File: config.mk
export PLATFORM = sky130hd
export DESIGN_NAME = dbdac_host
export DESIGN_NICKNAME = d
export VERILOG_FILES = /design/src/dbdac_pkg.sv /design/src/dbdac_timer.sv /design/src/dbdac_host.sv
export SDC_FILE = /design/constraint.sdc
export NUM_CORES = 1
export LEC_CHECK = 0
export BUFFER_PORTS_ARGS = -buffer_cell sky130_fd_sc_hd__buf_4
export CORE_UTILIZATION = 29
export CTS_CLUSTER_DIAMETER = 50
export CTS_CLUSTER_SIZE = 8
export DETAILED_ROUTE_END_ITERATION = 8
export PLACE_DENSITY = 0.57
export SETUP_SLACK_MARGIN = 0.02
export SYNTH_ARGS = -nofsm -noshare
export SYNTH_HDL_FRONTEND = slang
export SYNTH_HIERARCHICAL = 1
export SYNTH_SLANG_ARGS = --single-unit
File: constraint.sdc
create_clock -name aclk -period 2.3 [get_ports aclk]
set_clock_uncertainty 0.2 [all_clocks]
set_input_delay 0.115 -clock aclk [delete_from_list [all_inputs] [get_ports aclk]]
set_output_delay 0.115 -clock aclk [all_outputs]
set_load 0.005 [all_outputs]
File: src/dbdac_pkg.sv
package dbdac_pkg;
   // Register byte offsets of the controller's own registers
   localparam logic [3:0] REG_CODE = 4'h0;
   localparam logic [3:0] REG_CTRL = 4'h4;
   localparam logic [3:0] REG_STATUS = 4'h8;
   // Control register fields
   localparam int CTRL_GO = 0;
   localparam int CTRL_LOAD = 1;
   localparam int CTRL_SEG_LO = 4;
   localparam int CTRL_WIDTH_LO = 8;
   // Data path width codes
   localparam logic [1:0] WIDTH_4 = 2'h0;
   localparam logic [1:0] WIDTH_8 = 2'h1;
   localparam logic [1:0] WIDTH_16 = 2'h2;
   // Status register fields
   localparam int STAT_BUSY = 0;
   localparam int STAT_DONE = 1;
   // Reset values
   localparam logic [11:0] CODE_RESET = 12'h000;
   localparam logic [2:0] SEG_RESET = 3'h7;
   // Timing: setup and strobe width, in ns, and derived cycle counts
   localparam int CLK_PERIOD_PS = 5000;
   localparam int SETUP_NS = 250;
   localparam int STROBE_NS = 250;
   localparam int SETUP_CYC = (SETUP_NS * 1000 + CLK_PERIOD_PS - 1) / CLK_PERIOD_PS;
   localparam int STROBE_CYC = (STROBE_NS * 1000 + CLK_PERIOD_PS - 1) / CLK_PERIOD_PS;
   localparam int TIMER_W = 8;
   // Sequencer states
   typedef enum logic [2:0] {
      ST_IDLE = 3'b000,
      ST_SETUP = 3'b001,
      ST_STROBE = 3'b010,
      ST_HOLD = 3'b011,
      ST_LSETUP = 3'b100,
      ST_LSTROBE = 3'b101,
      ST_DONE = 3'b110
   } dbdac_state_t;
endpackage

File: src/dbdac_timer.sv
`timescale 1ns/1ps
// Down counter that flags expiry of a loaded interval
module dbdac_timer (
   input wire logic aclk, // Clock
   input wire logic aresetn, // Synchronous reset, active low
   input wire logic load, // Load a new interval
   input wire logic [dbdac_pkg::TIMER_W-1:0] count, // Interval in cycles
   output logic expired // Interval has run out
);
   logic [dbdac_pkg::TIMER_W-1:0] remain;

   // Count down to zero, reporting expiry from one onward
   always_ff @(posedge aclk) begin
      if (!aresetn) begin
         remain <= '0;
      end else if (load) begin
         remain <= count;
      end else if (remain != '0) begin
         remain <= remain - 1'b1;
      end
   end

   assign expired = (remain <= {{(dbdac_pkg::TIMER_W-1){1'b0}}, 1'b1}) && !load;
endmodule

File: src/dbdac_host.sv
`timescale 1ns/1ps
// Operation
// - Strobe 1 passes, 0 holds; data stable across strobe fall.
// - Chip select and segment enable active together at least 250 ns.
// - Every strobe held active at least 250 ns per write.
// - Twelve bits written over 4-, 8- or 16-bit paths, then transfer.
module dbdac_host (
   input wire logic aclk, // Clock, 200 MHz
   input wire logic aresetn, // Synchronous reset, active low
   input wire logic [3:0] s_axi_awaddr, // Write address
   input wire logic s_axi_awvalid, // Write address valid
   output logic s_axi_awready, // Write address ready
   input wire logic [31:0] s_axi_wdata, // Write data
   input wire logic [3:0] s_axi_wstrb, // Write byte strobes
   input wire logic s_axi_wvalid, // Write data valid
   output logic s_axi_wready, // Write data ready
   output logic [1:0] s_axi_bresp, // Write response
   output logic s_axi_bvalid, // Write response valid
   input wire logic s_axi_bready, // Write response ready
   input wire logic [3:0] s_axi_araddr, // Read address
   input wire logic s_axi_arvalid, // Read address valid
   output logic s_axi_arready, // Read address ready
   output logic [31:0] s_axi_rdata, // Read data
   output logic [1:0] s_axi_rresp, // Read response
   output logic s_axi_rvalid, // Read data valid
   input wire logic s_axi_rready, // Read data ready
   output logic [11:0] dac_data, // Data pins, [11] is bit 1 (MSB)
   output logic chip_select_n, // Chip select, active low
   output logic low_nibble_enable, // Bits 12..9 enable
   output logic middle_nibble_enable, // Bits 8..5 enable
   output logic high_nibble_enable, // Bits 4..1 enable
   output logic transfer_load_strobe // Input to converter register transfer
);
   dbdac_pkg::dbdac_state_t state;
   logic [11:0] code;
   logic [2:0] seg_mask;
   logic [1:0] width;
   logic auto_load;
   logic done;
   logic [2:0] pending;
   logic [2:0] group;
   logic aw_got, w_got;
   logic [3:0] aw_addr;
   logic [31:0] w_data;
   logic [3:0] w_strb;
   logic t_load;
   logic [dbdac_pkg::TIMER_W-1:0] t_count;
   logic t_exp;
   logic wr_fire, go_req;

   // Segments covered by one write for a given path width
   function automatic logic [2:0] width_group(input logic [1:0] w, input logic [2:0] p);
      logic [2:0] g;
      g = 3'h0;
      case (w)
         dbdac_pkg::WIDTH_4: g = p & (~p + 3'h1); // Lowest pending only
         dbdac_pkg::WIDTH_8: g = (p[0] || p[1]) ? (p & 3'h3) : (p & 3'h4);
         default: g = p; // 16-bit path covers all three
      endcase
      return g;
   endfunction

   // Byte address decode of the register map
   function automatic logic addr_ok(input logic [3:0] a);
      return (a == dbdac_pkg::REG_CODE) || (a == dbdac_pkg::REG_CTRL)
         || (a == dbdac_pkg::REG_STATUS);
   endfunction

   assign wr_fire = aw_got && w_got && !s_axi_bvalid;
   assign go_req = wr_fire && (aw_addr == dbdac_pkg::REG_CTRL) && w_data[dbdac_pkg::CTRL_GO]
      && (state == dbdac_pkg::ST_IDLE);

   dbdac_timer dbdac_timer_inst (
      .aclk(aclk),
      .aresetn(aresetn),
      .load(t_load),
      .count(t_count),
      .expired(t_exp)
   );

   // Write address and data capture, taken in either order
   always_ff @(posedge aclk) begin
      if (!aresetn) begin
         aw_got <= 1'b0;
         w_got <= 1'b0;
         aw_addr <= 4'h0;
         w_data <= 32'h0000_0000;
         w_strb <= 4'h0;
      end else begin
         if (s_axi_awvalid && s_axi_awready) begin
            aw_got <= 1'b1;
            aw_addr <= s_axi_awaddr;
         end else if (wr_fire) begin
            aw_got <= 1'b0;
         end
         if (s_axi_wvalid && s_axi_wready) begin
            w_got <= 1'b1;
            w_data <= s_axi_wdata;
            w_strb <= s_axi_wstrb; // Strobes belong to the data beat
         end else if (wr_fire) begin
            w_got <= 1'b0;
         end
      end
   end

   always_ff @(posedge aclk) begin
      if (!aresetn) begin
         s_axi_awready <= 1'b0;
         s_axi_wready <= 1'b0;
      end else begin
         s_axi_awready <= !aw_got && !(s_axi_awvalid && s_axi_awready);
         s_axi_wready <= !w_got && !(s_axi_wvalid && s_axi_wready);
      end
   end

   // Write response; code and config writes are answered but dropped while a sequence runs
   always_ff @(posedge aclk) begin
      if (!aresetn) begin
         s_axi_bvalid <= 1'b0;
         s_axi_bresp <= 2'h0;
      end else if (wr_fire) begin
         s_axi_bvalid <= 1'b1;
         s_axi_bresp <= addr_ok(aw_addr) ? 2'h0 : 2'h2;
      end else if (s_axi_bready) begin
         s_axi_bvalid <= 1'b0;
      end
   end

   // Software registers: code, segment mask, path width, auto load
   always_ff @(posedge aclk) begin
      if (!aresetn) begin
         code <= dbdac_pkg::CODE_RESET;
         seg_mask <= dbdac_pkg::SEG_RESET;
         width <= dbdac_pkg::WIDTH_16;
         auto_load <= 1'b1;
      end else if (wr_fire && state == dbdac_pkg::ST_IDLE) begin
         if (aw_addr == dbdac_pkg::REG_CODE && w_strb[0])
            code[7:0] <= w_data[7:0];
         if (aw_addr == dbdac_pkg::REG_CODE && w_strb[1])
            code[11:8] <= w_data[11:8];
         if (aw_addr == dbdac_pkg::REG_CTRL && w_strb[0]) begin
            auto_load <= w_data[dbdac_pkg::CTRL_LOAD];
            seg_mask <= w_data[dbdac_pkg::CTRL_SEG_LO +: 3];
         end
         if (aw_addr == dbdac_pkg::REG_CTRL && w_strb[1])
            width <= w_data[dbdac_pkg::CTRL_WIDTH_LO +: 2];
      end
   end

   // Read channel with one-cycle answer
   always_ff @(posedge aclk) begin
      if (!aresetn) begin
         s_axi_arready <= 1'b0;
         s_axi_rvalid <= 1'b0;
         s_axi_rdata <= 32'h0000_0000;
         s_axi_rresp <= 2'h0;
      end else if (s_axi_rvalid) begin
         if (s_axi_rready)
            s_axi_rvalid <= 1'b0;
         s_axi_arready <= 1'b0;
      end else if (s_axi_arvalid && s_axi_arready) begin
         s_axi_arready <= 1'b0;
         s_axi_rvalid <= 1'b1;
         s_axi_rresp <= addr_ok(s_axi_araddr) ? 2'h0 : 2'h2;
         case (s_axi_araddr)
            dbdac_pkg::REG_CODE: s_axi_rdata <= {20'h00000, code};
            dbdac_pkg::REG_CTRL: s_axi_rdata <= {22'h000000, width, 1'b0, seg_mask,
               2'h0, auto_load, 1'b0};
            dbdac_pkg::REG_STATUS: s_axi_rdata <= {30'h00000000, done,
               state != dbdac_pkg::ST_IDLE};
            default: s_axi_rdata <= 32'h0000_0000;
         endcase
      end else begin
         s_axi_arready <= 1'b1;
      end
   end

   // Pin sequencer: setup, strobe, hold per group, then transfer
   always_ff @(posedge aclk) begin
      if (!aresetn) begin
         state <= dbdac_pkg::ST_IDLE;
         pending <= 3'h0;
         group <= 3'h0;
         done <= 1'b0;
         dac_data <= 12'h000;
         chip_select_n <= 1'b1;
         low_nibble_enable <= 1'b0;
         middle_nibble_enable <= 1'b0;
         high_nibble_enable <= 1'b0;
         transfer_load_strobe <= 1'b0;
         t_load <= 1'b0;
         t_count <= '0;
      end else begin
         t_load <= 1'b0;
         case (state)
            dbdac_pkg::ST_IDLE: begin
               if (go_req) begin
                  done <= 1'b0;
                  pending <= w_data[dbdac_pkg::CTRL_SEG_LO +: 3];
                  state <= dbdac_pkg::ST_HOLD;
               end
            end
            dbdac_pkg::ST_HOLD: begin
               // Strobes low again; data held past the fall
               chip_select_n <= 1'b1;
               {high_nibble_enable, middle_nibble_enable, low_nibble_enable} <= 3'h0;
               if (pending != 3'h0) begin
                  group <= width_group(width, pending);
                  pending <= pending & ~width_group(width, pending);
                  dac_data <= code; // pin order matches nibble enables
                  t_count <= dbdac_pkg::TIMER_W'(dbdac_pkg::SETUP_CYC);
                  t_load <= 1'b1;
                  state <= dbdac_pkg::ST_SETUP;
               end else if (auto_load) begin
                  t_count <= dbdac_pkg::TIMER_W'(dbdac_pkg::SETUP_CYC);
                  t_load <= 1'b1;
                  state <= dbdac_pkg::ST_LSETUP;
               end else begin
                  state <= dbdac_pkg::ST_DONE;
               end
            end
            dbdac_pkg::ST_SETUP: begin
               if (t_exp && !t_load) begin
                  chip_select_n <= 1'b0;
                  low_nibble_enable <= group[0];
                  middle_nibble_enable <= group[1];
                  high_nibble_enable <= group[2];
                  t_count <= dbdac_pkg::TIMER_W'(dbdac_pkg::STROBE_CYC);
                  t_load <= 1'b1;
                  state <= dbdac_pkg::ST_STROBE;
               end
            end
            dbdac_pkg::ST_STROBE: begin
               if (t_exp && !t_load)
                  state <= dbdac_pkg::ST_HOLD; // overlap held full width
            end
            dbdac_pkg::ST_LSETUP: begin
               if (t_exp && !t_load) begin
                  transfer_load_strobe <= 1'b1; // chip select stays off
                  t_count <= dbdac_pkg::TIMER_W'(dbdac_pkg::STROBE_CYC);
                  t_load <= 1'b1;
                  state <= dbdac_pkg::ST_LSTROBE;
               end
            end
            dbdac_pkg::ST_LSTROBE: begin
               if (t_exp && !t_load) begin
                  transfer_load_strobe <= 1'b0;
                  state <= dbdac_pkg::ST_DONE;
               end
            end
            dbdac_pkg::ST_DONE: begin
               done <= 1'b1; // code passed unchanged, meaning set by wiring
               state <= dbdac_pkg::ST_IDLE;
            end
            default: state <= dbdac_pkg::ST_IDLE;
         endcase
      end
   end
endmodule

# Word-level counts from Yosys, hierarchy flattened
# Index checks and enable logic that the tools add are counted.
# op_classes
n_addsub	2
magnitude_cmp	1
n_eq_ne	19
n_mux	50
bitwise_logic	6
n_reduce_logical	58
# ops
op	count
two-way mux 8 bit	5
two-way mux 3 bit	12
case mux 12 bit (3 select lines)	1
two-way mux 1 bit	18
case mux 3 bit (6 select lines)	1
nonzero test 2 bit	9
logical AND 1 bit	17
case mux 8 bit (2 select lines)	1
AND reduction 2 bit	8
case mux 1 bit (2 select lines)	7
inequality test 2 bit (second input constant)	6
case mux 3 bit (2 select lines)	2
== test 3 bit (second input constant)	3
AND reduction 3 bit	3
== test 4 x 3 -> 1 bit (second input constant)	2
== test 4 bit (second input constant)	2
<= comparator 8 x 1 -> 1 bit (second input constant)	1
zero test 4 bit	2
nonzero test 8 bit	1
subtractor 8 x 1 -> 8 bit (second input constant)	1
bitwise AND 3 bit	2
== test 3 x 2 -> 1 bit (second input constant)	2
zero test 1 bit	6
two-way mux 2 bit	3
13 further kinds	21
# word_totals
register_bits	123
in_bits	51
out_inout_bits	58
wordCells	167

# Longest topological paths before layout
# Gate-level depths: netlist of the first run.
# depth
word_depth	11
mapped_depth	7
ltp_nobuf	7

# Modules after synthesis
# The synthesis of the first run kept the hierarchy.
# by_module_without_submodules
mod	n_inst	cells_each	area_each_um2	seq_area_each_um2
dbdac_host	1	399	3534.6	1721.7
dbdac_timer	1	53	470.5	160.2

# Least setup slack after synthesis of the first run
# OpenSTA, ideal clock, no wires.
# synth_timing
path_kind	flip-flop to flip-flop
startpoint	register dbdac_timer_inst/remain[2] in the netlist's numbering
endpoint	register chip_select_n
setup_ns	0.114
arrival_time_ns	1.650
required_time_ns	1.986
setup_slack_ns	0.336
stages_incl_launch_ff	6
path_buffers	0
period_less_slack_ns	1.964
path_cell_list	dfxtp_1 nor4_2 o211a_1 nor3b_2 nand2_1 a21o_1
# synth_between
elab_chain_len	5
# synth_lines
element	line_no	text
start, declared	dbdac_timer.sv:10	logic [dbdac_pkg::TIMER_W-1:0] remain;
start signal, assigned	dbdac_timer.sv:17	remain <= count;
start signal, assigned	dbdac_timer.sv:19	remain <= remain - 1'b1;
<= comparator 8 x 1 -> 1 bit	dbdac_timer.sv:23	assign expired = (remain <= {{(dbdac_pkg::TIMER_W-1){1'b0}}, 1'b1}) && !load;
logical AND 1 bit	dbdac_timer.sv:23	
net t_exp	dbdac_host.sv:48	logic t_exp;
logical AND 1 bit	dbdac_host.sv:223	if (t_exp && !t_load) begin
inequality test 2 bit (no source line)	n/a	
AND reduction 2 bit (no source line)	n/a	
end signal, assigned	dbdac_host.sv:186	chip_select_n <= 1'b1;
end signal, assigned	dbdac_host.sv:205	chip_select_n <= 1'b1;
end signal, assigned	dbdac_host.sv:224	chip_select_n <= 1'b0;
end, declared	dbdac_host.sv:28	output logic chip_select_n,
# The timed path passes the listed nets, and every way through them passes these cells.
# A chain may end at the register's enable or synchronous reset.

# Worst setup path in the final report of the first run
# layout_timing
startpoint	register s_axi_rvalid
endpoint	register s_axi_rdata[1]
# layout_between
elab_chain_len	2
# layout_lines
element	line_no	text
start, declared	dbdac_host.sv:25	output logic s_axi_rvalid,
start signal, assigned	dbdac_host.sv:154	s_axi_rvalid <= 1'b0;
start signal, assigned	dbdac_host.sv:159	s_axi_rvalid <= 1'b0;
start signal, assigned	dbdac_host.sv:163	s_axi_rvalid <= 1'b1;
inverter 1 bit (no source line)	n/a	
AND reduction 2 bit (no source line)	n/a	
end signal, assigned	dbdac_host.sv:166	dbdac_pkg::REG_CODE: s_axi_rdata <= {20'h00000, code};
end signal, assigned	dbdac_host.sv:167	dbdac_pkg::REG_CTRL: s_axi_rdata <= {22'h000000, width, 1'b0, seg_mask,
end signal, assigned	dbdac_host.sv:169	dbdac_pkg::REG_STATUS: s_axi_rdata <= {30'h00000000, done,
end, declared	dbdac_host.sv:23	output logic [31:0] s_axi_rdata,
# No other way between the ends.

==> results.json, run 1 <==
{
  "status": "completed",
  "nets": 598,
  "drive_gt1_share_pct": 19.82,
  "port_buffers": 64,
  "antennaDiodeCount": 0,
  "yosys.area.top_type": "dfxtp_1",
  "yosysWarnings": 6,
  "cp_max_fo": 12,
  "worstPathArrival_ns": 2.13,
  "final_util_pct": 38.82,
  "drtPass1Iterations": 4,
  "r2r_cells": 5,
  "post_drt_wl_per_cell_um": 13.09,
  "slew_headroom_pct": 57.69,
  "setup-violations-final": 0,
  "cts.repair.resized": 0,
  "cts.htree.levels": 3,
  "vias": 3335,
  "cts_buffer_depth": 2,
  "final_common_cell": "dfxtp_1",
  "p_per_area_nw_per_um2": 753.6,
  "grt_usage_pct": 14.03,
  "tns_ns": 0,
  "syn_inst": 452,
  "synth.cell_area_sq_um": 4005,
  "post-place-ws_ns": 0.2811,
  "core_area_sq_um": 13350,
  "dp_hpwl_um": 6568,
  "max-vdd-ir-drop_v": 0.0003238,
  "synth_top_area_share_pct": 46.99,
  "io_pins": 109,
  "ys_ff_latch": 94,
  "ys_types": 61,
  "routabilityCongestion": 0.7906,
  "first_global_vias": 3171,
  "synthTopCellsByArea": "dfxtp_1, nand2_1, a21oi_1, mux2i_1, buf_4",
  "rows": 42,
  "fmax_ghz": 0.4886,
  "wirelength_um": 9506,
  "seq_area_sq_um": 1882,
  "clock_sinks": 94,
  "path_class": "reg -> reg",
  "clk_latency_ns": 0.34,
  "finalCriticalPeriod_ns": 2.047,
  "worst_pin_slew_ns": 0.6346,
  "drv_cap": 0,
  "cellLeakagePower_nw": 2.110,
  "setup_ws_ns": 0.2535,
  "synthArstFlopShare_pct": 0,
  "startpoint_type": "register",
  "finalPower_mw": 3.904,
  "overflow": 0,
  "synth_area_per_cell_sq_um": 8.861,
  "initial_core_util_pct": 30.01,
  "viasPerCell": 4.594,
  "area_growth_pct": 29.37,
  "seq_area_frac_synth_pct": 46.99,
  "drc": 0,
  "synth-edff-count": 0,
  "drtAntennaViolNets": 0,
  "grt_pass1_wl_um": 15840,
  "root_buffer": "clkbuf_16",
  "multiInputGateArea_sq_um": 1896,
  "rsz0062_at_grt": "false",
  "fillers": 1375,
  "whs_path_depth": 5,
  "dieHeight_um": 119.5,
  "synth-main-ff-cell": "dfxtp_1",
  "numCtsBuffers": 9,
  "dieWidth_um": 119.5,
  "clk_pin_slew_worst_paths_ns": 0.07,
  "layout_common_cells": "dfxtp_1, nand2_1, buf_4",
  "final_max_slew_viol_count": 0,
  "fin_crit_sh_pct": 88.98,
  "cts_setup_buffers": 0,
  "cts_tree": "done",
  "grt_max_degree": 34,
  "hold_violations": 0,
  "required_ns": 2.38,
  "drt_iter0_drc": 132,
  "hp-class": "in -> reg",
  "die_area_sq_um": 14290,
  "antenna_found_initial": 0,
  "cp-end-kind": "register"
}
[routing by layer]
metal  wire length (um)  GRT usage [%]  vias to the layer above  part of all wire, %
met4                157          5.625                        0                  1.7
met1               4689          18.57                     1560                   49
met3                351          2.947                       10                  3.7
met2               4307          22.18                       69                   45
met5                  0              0                        -                    0
li1                   -              -                     1696                    -
[timing repair]
| action | CTS | global route |
|---|---|---|
| hold endpoints to repair | 39 | 0 |
| setup endpoints to repair | 0 | 0 |
| hold buffers | 30 | 0 |
[metrics by stage]
step | cells | hold WS, ns | cell area (sq um)
floorplan | 478 | 0.01878 | 4103
global placement | 680 | 0.1116 | 4586
detailed placement | 680 | 0.1213 | 4586
CTS | 726 | 0.01291 | 5181
global route | 726 | 0.05295 | 5181
finish | 726 | 0.01525 | 5181
[cell usage after synthesis (all sizes together) (3+ instances only)]
| library cell | count |
|---|---|
| dfxtp | 94 |
| nand2 | 80 |
| a21oi | 49 |
| nor2 | 47 |
| buf | 32 |
| mux2i | 22 |
| nand3 | 16 |
| a22oi | 13 |
| clkbuf | 13 |
| inv | 8 |
| nor3 | 8 |
| a211oi | 7 |
| mux2 | 5 |
| o21ai | 5 |
| and4 | 3 |
| nand2b | 3 |
| nor4 | 3 |
| o211a | 3 |
| o211ai | 3 |
[report_power, final]
part           leakage (nW)  switching [mW]  internal [mW]
clock network         0.141           0.631          0.824
logic                  1.21           0.332          0.334
registers             0.762          0.0812           1.70
[area by class of cell]
type	instances	area share, %
Multi-Input combinational cell	331	36.59
Sequential cell	94	36.32
Clock inverter	4	0.5554
Inverter	8	0.5796
Clock buffer	12	5.144
Tap cell	176	4.250
Timing Repair Buffer	101	16.57
[sequential cells by signal, indices dropped and copies added, names as in the netlist, 2 cells and up]
name	count
state	3
code	12
dac_data	12
seg_mask	3
w_strb	2
aw_addr	4
pending	3
width	2
s_axi_rdata	12
w_data	12
group	3
dbdac_timer_inst/remain	8
[path summary, 6_finish.rpt]
path / start / slack, ns / to
worst max register to register: s_axi_rvalid$_SDFF_PN0_ / 0.25 / s_axi_rdata[1]$_SDFFE_PN0P_
worst min register to register: w_strb[1]$_SDFFE_PN0P_ / 0.25 / w_strb[1]$_SDFFE_PN0P_
worst max-delay path: s_axi_rvalid$_SDFF_PN0_ / 0.25 / s_axi_rdata[1]$_SDFFE_PN0P_
worst min-delay path: s_axi_araddr[3] / 0.02 / s_axi_rresp[1]$_SDFFE_PN0P_
[critical path, cell delays in order (launching register included)]
cell and delay (ns):
dfxtp_1 0.33, nand3b_1 0.42, nor3_1 0.29, dlygate4sd3_1 0.59, a22oi_1 0.06, nor2_1 0.10
[kinds of logic after synthesis]
logic type	synth area share, %
AO/OA/AOI/OAI	14.59
buffers and inverters	8.123
flip-flops	46.99
adder cells (fa/ha/maj)	0.9058
multiplexers	6.904
XOR/XNOR	0.8749
other	0.09363
AND/OR/NAND/NOR	21.53
Power figures use the tool's default switching activity.
==> run 2, diff against run 1 <==
--- a/config.mk
+++ b/config.mk
@@ -5,6 +5,7 @@
 export SDC_FILE = /design/constraint.sdc
 export NUM_CORES = 1
 export LEC_CHECK = 0
+export ABC_AREA = 1
 export BUFFER_PORTS_ARGS = -buffer_cell sky130_fd_sc_hd__buf_4
 export CORE_UTILIZATION = 29
 export CTS_CLUSTER_DIAMETER = 50
==> run 2 against run 1 <==
  * Area after synthesis is 3.4% higher
  * Register-to-register slack better by 0.06 ns
  * Critical path type unchanged
  * Critical endpoint is now low_nibble_enable$_SDFFE_PN0P_
  * Utilization decreased by 0.49 points
  * Clock power up 14%
  * Sequential share of layout area fell by 1.1 points
==> results.json, run 2 <==
{
  "status": "completed",
  "drc": 0,
  "fillers": 1450,
  "vias": 3778,
  "final_common_cell": "nand2_1",
  "ys_ff_latch": 94,
  "stdcell_area_sq_um": 5340,
  "cts_buffer_depth": 2,
  "port_buffers": 64,
  "synthArstFlopShare_pct": 0,
  "hp-class": "in -> reg",
  "cp-end-kind": "register",
  "cts.repair.resized": 0,
  "fin_crit_sh_pct": 86.33,
  "crit_family": "simple AND/OR/NAND/NOR gates",
  "wl_met1_um": 4643,
  "max-vdd-ir-drop_v": 0.0004161,
  "first_global_vias": 3625,
  "synthTopCellsByCount": "nand2_1, nor2_1, dfxtp_1, a21oi_1, o21ai_0",
  "dpl-instance-area_sq_um": 4695,
  "overflow": 0,
  "synth-edff-count": 0,
  "p_per_area_nw_per_um2": 779.5,
  "ys_types": 32,
  "drt_iter0_drc": 181,
  "antenna_found_initial": 0,
  "numCtsBuffers": 9,
  "drive_gt1_share_pct": 15.60,
  "finalCriticalPeriod_ns": 1.986,
  "setup-violations-final": 0,
  "initial_core_util_pct": 29.73,
  "reg2reg_from": "dbdac_timer_inst/remain[0]$_SDFFE_PN0P_",
  "path_cells": "inv_1 > ha_1 > o21ai_0 > nor2_1 > nand2_1 > nor2_1 > inv_1 > nand3_1 > a21oi_1",
  "rows": 43,
  "area_growth_pct": 28.90,
  "tns_ns": 0,
  "syn_inst": 574,
  "root_buffer": "clkbuf_16",
  "wl_met3_um": 498,
  "r2r_slack_ns": 0.31,
  "wirelength_um": 9926,
  "drtPass1Iterations": 5,
  "place_inst": 806,
  "worstPathArrival_ns": 2.00,
  "cts_tree": "done",
  "fmax_ghz": 0.5036,
  "cp-startpoint": "dbdac_timer_inst/remain[0]$_SDFFE_PN0P_",
  "drv_cap": 0,
  "layout_common_cells": "nand2_1, nor2_1, dfxtp_1",
  "dp_hpwl_um": 7052,
  "path_class": "reg -> reg",
  "multiInputGateArea_sq_um": 1939,
  "dieWidth_um": 121.5,
  "synth_area_per_cell_sq_um": 7.217,
  "dieHeight_um": 121.5,
  "cellLeakagePower_nw": 2.439,
  "hp-start": "aresetn",
  "synth_most_common_cell": "nand2_1",
  "clock_sinks": 94,
  "grt_max_degree": 44,
  "viasPerCell": 4.429,
  "cts_setup_buffers": 0,
  "routabilityCongestion": 0.7886,
  "cpPeakStageDelay_ns": 0.34,
  "cp_num_buf_inv": 2,
  "post_drt_wl_per_cell_um": 11.64,
  "r2r_cells": 9,
  "clk_pin_slew_worst_paths_ns": 0.07,
  "synth.cell_area_sq_um": 4143,
  "core_area_sq_um": 13930,
  "seq_area_sq_um": 1882,
  "startpoint_type": "register",
  "grt_usage_pct": 14.53,
  "io_pins": 109,
  "die_area_sq_um": 14770,
  "final_cells": 853,
  "clk_latency_ns": 0.35,
  "routed.top_layer": "met4",
  "r2r-end": "low_nibble_enable$_SDFFE_PN0P_",
  "required_ns": 2.31,
  "rsz0062_at_grt": "false",
  "yosys.area.top_type": "dfxtp_1",
  "cts.htree.levels": 3,
  "nets": 721,
  "hold_violations": 0,
  "grt_pass1_wl_um": 16810,
  "met2_length_um": 4677,
  "drtAntennaViolNets": 0,
  "antennaDiodeCount": 0,
  "synth_top_area_share_pct": 45.42,
  "worst-path-stages": 9,
  "crit_path_top_delay_cell": "dfxtp_1",
  "yosysWarnings": 6,
  "seq_area_frac_synth_pct": 45.42,
  "final_max_slew_viol_count": 0,
  "synth-main-ff-cell": "dfxtp_1",
  "critPathCapture": "low_nibble_enable$_SDFFE_PN0P_",
  "synthTopCellsByArea": "dfxtp_1, nand2_1, nor2_1, a21oi_1, o21ai_0",
  "cp_max_fo": 6
}
==> run 2: cell count changes in the layout (fill, tap and decap cells not counted), sizes merged, moves of 4 or more <==
cell,change
nor2,+61
nand2,+59
o21ai,+43
inv,+33
mux2i,-22
nand3,+18
a22oi,-13
nand4,+8
a211oi,-7
nor3,-6
mux2,-5
buf,-4
==> run 2: per-layer routing <==
metal / track usage (%) / vias to the layer above
li1: - / 1988
met5: 0 / -
met3: 4.135 / 10
met2: 25.00 / 96
met1: 17.44 / 1684
met4: 4.321 / 0
==> run 2: worst min-delay path by stage <==
| stage | endpoint | depth (start not counted) | slack [ns] |
|---|---|---|---|
| final | seg_mask[1]$_SDFFE_PN1P_ | 2 | 0.008 |
| after global routing | seg_mask[1]$_SDFFE_PN1P_ | 2 | 0.01 |
| after CTS | seg_mask[1]$_SDFFE_PN1P_ | 2 | 0.004 |
| after detailed placement | aw_addr[0]$_SDFFE_PN0P_ | 3 | 0.18 |
| after global placement | w_data[10]$_SDFFE_PN0P_ | 3 | 0.17 |
| after floorplan | dbdac_timer_inst/remain[1]$_SDFFE_PN0P_ | 2 | 0.04 |
==> run 2: cells by family (layout without fill, tap and decap cells) <==
group | count (synthesis) | after routing | share of synthesized area, %
buf+inv | 79 | 152 | 10.12
simple gates | 298 | 298 | 31.38
flops | 94 | 94 | 45.42
compound gates | 99 | 99 | 12.17
xor+xnor | 1 | 1 | 0.2115
other cells | 1 | 27 | 0.09052
fa+ha+maj | 2 | 2 | 0.6040
==> run 2: area by class of cell <==
| class | count | area share, % |
|---|---|---|
| Tap cell | 180 | 4.217 |
| Clock inverter | 7 | 2.062 |
| Timing Repair Buffer | 98 | 15.23 |
| Clock buffer | 9 | 4.217 |
| Sequential cell | 94 | 35.24 |
| Inverter | 38 | 2.718 |
| Multi-Input combinational cell | 427 | 36.32 |
==> run 2: per-stage QoR <==
stage	setup slack [ns]	utilization [%]	power (mW)	hold WS [ns]
floorplan	0.6177	-	2.339	0.03546
global placement	0.3853	33.69	2.486	0.1730
detailed placement	0.2976	33.69	2.505	0.1769
CTS	0.2901	38.32	4.221	0.003684
global route	0.04389	38.32	4.417	0.01118
finish	0.3143	38.32	4.163	0.008460
==> run 2: power breakdown <==
group          switching (mW)  leakage, nW  internal, mW
registers              0.0805        0.764          1.72
clock network           0.672        0.162         0.979
logic                   0.420         1.51         0.295
total                    1.17         2.44          2.99
==> run 2: timing repair <==
action	4_1_cts	5_1_grt
setup endpoints to repair	0	0
hold endpoints to repair	26	0
hold buffers	31	0
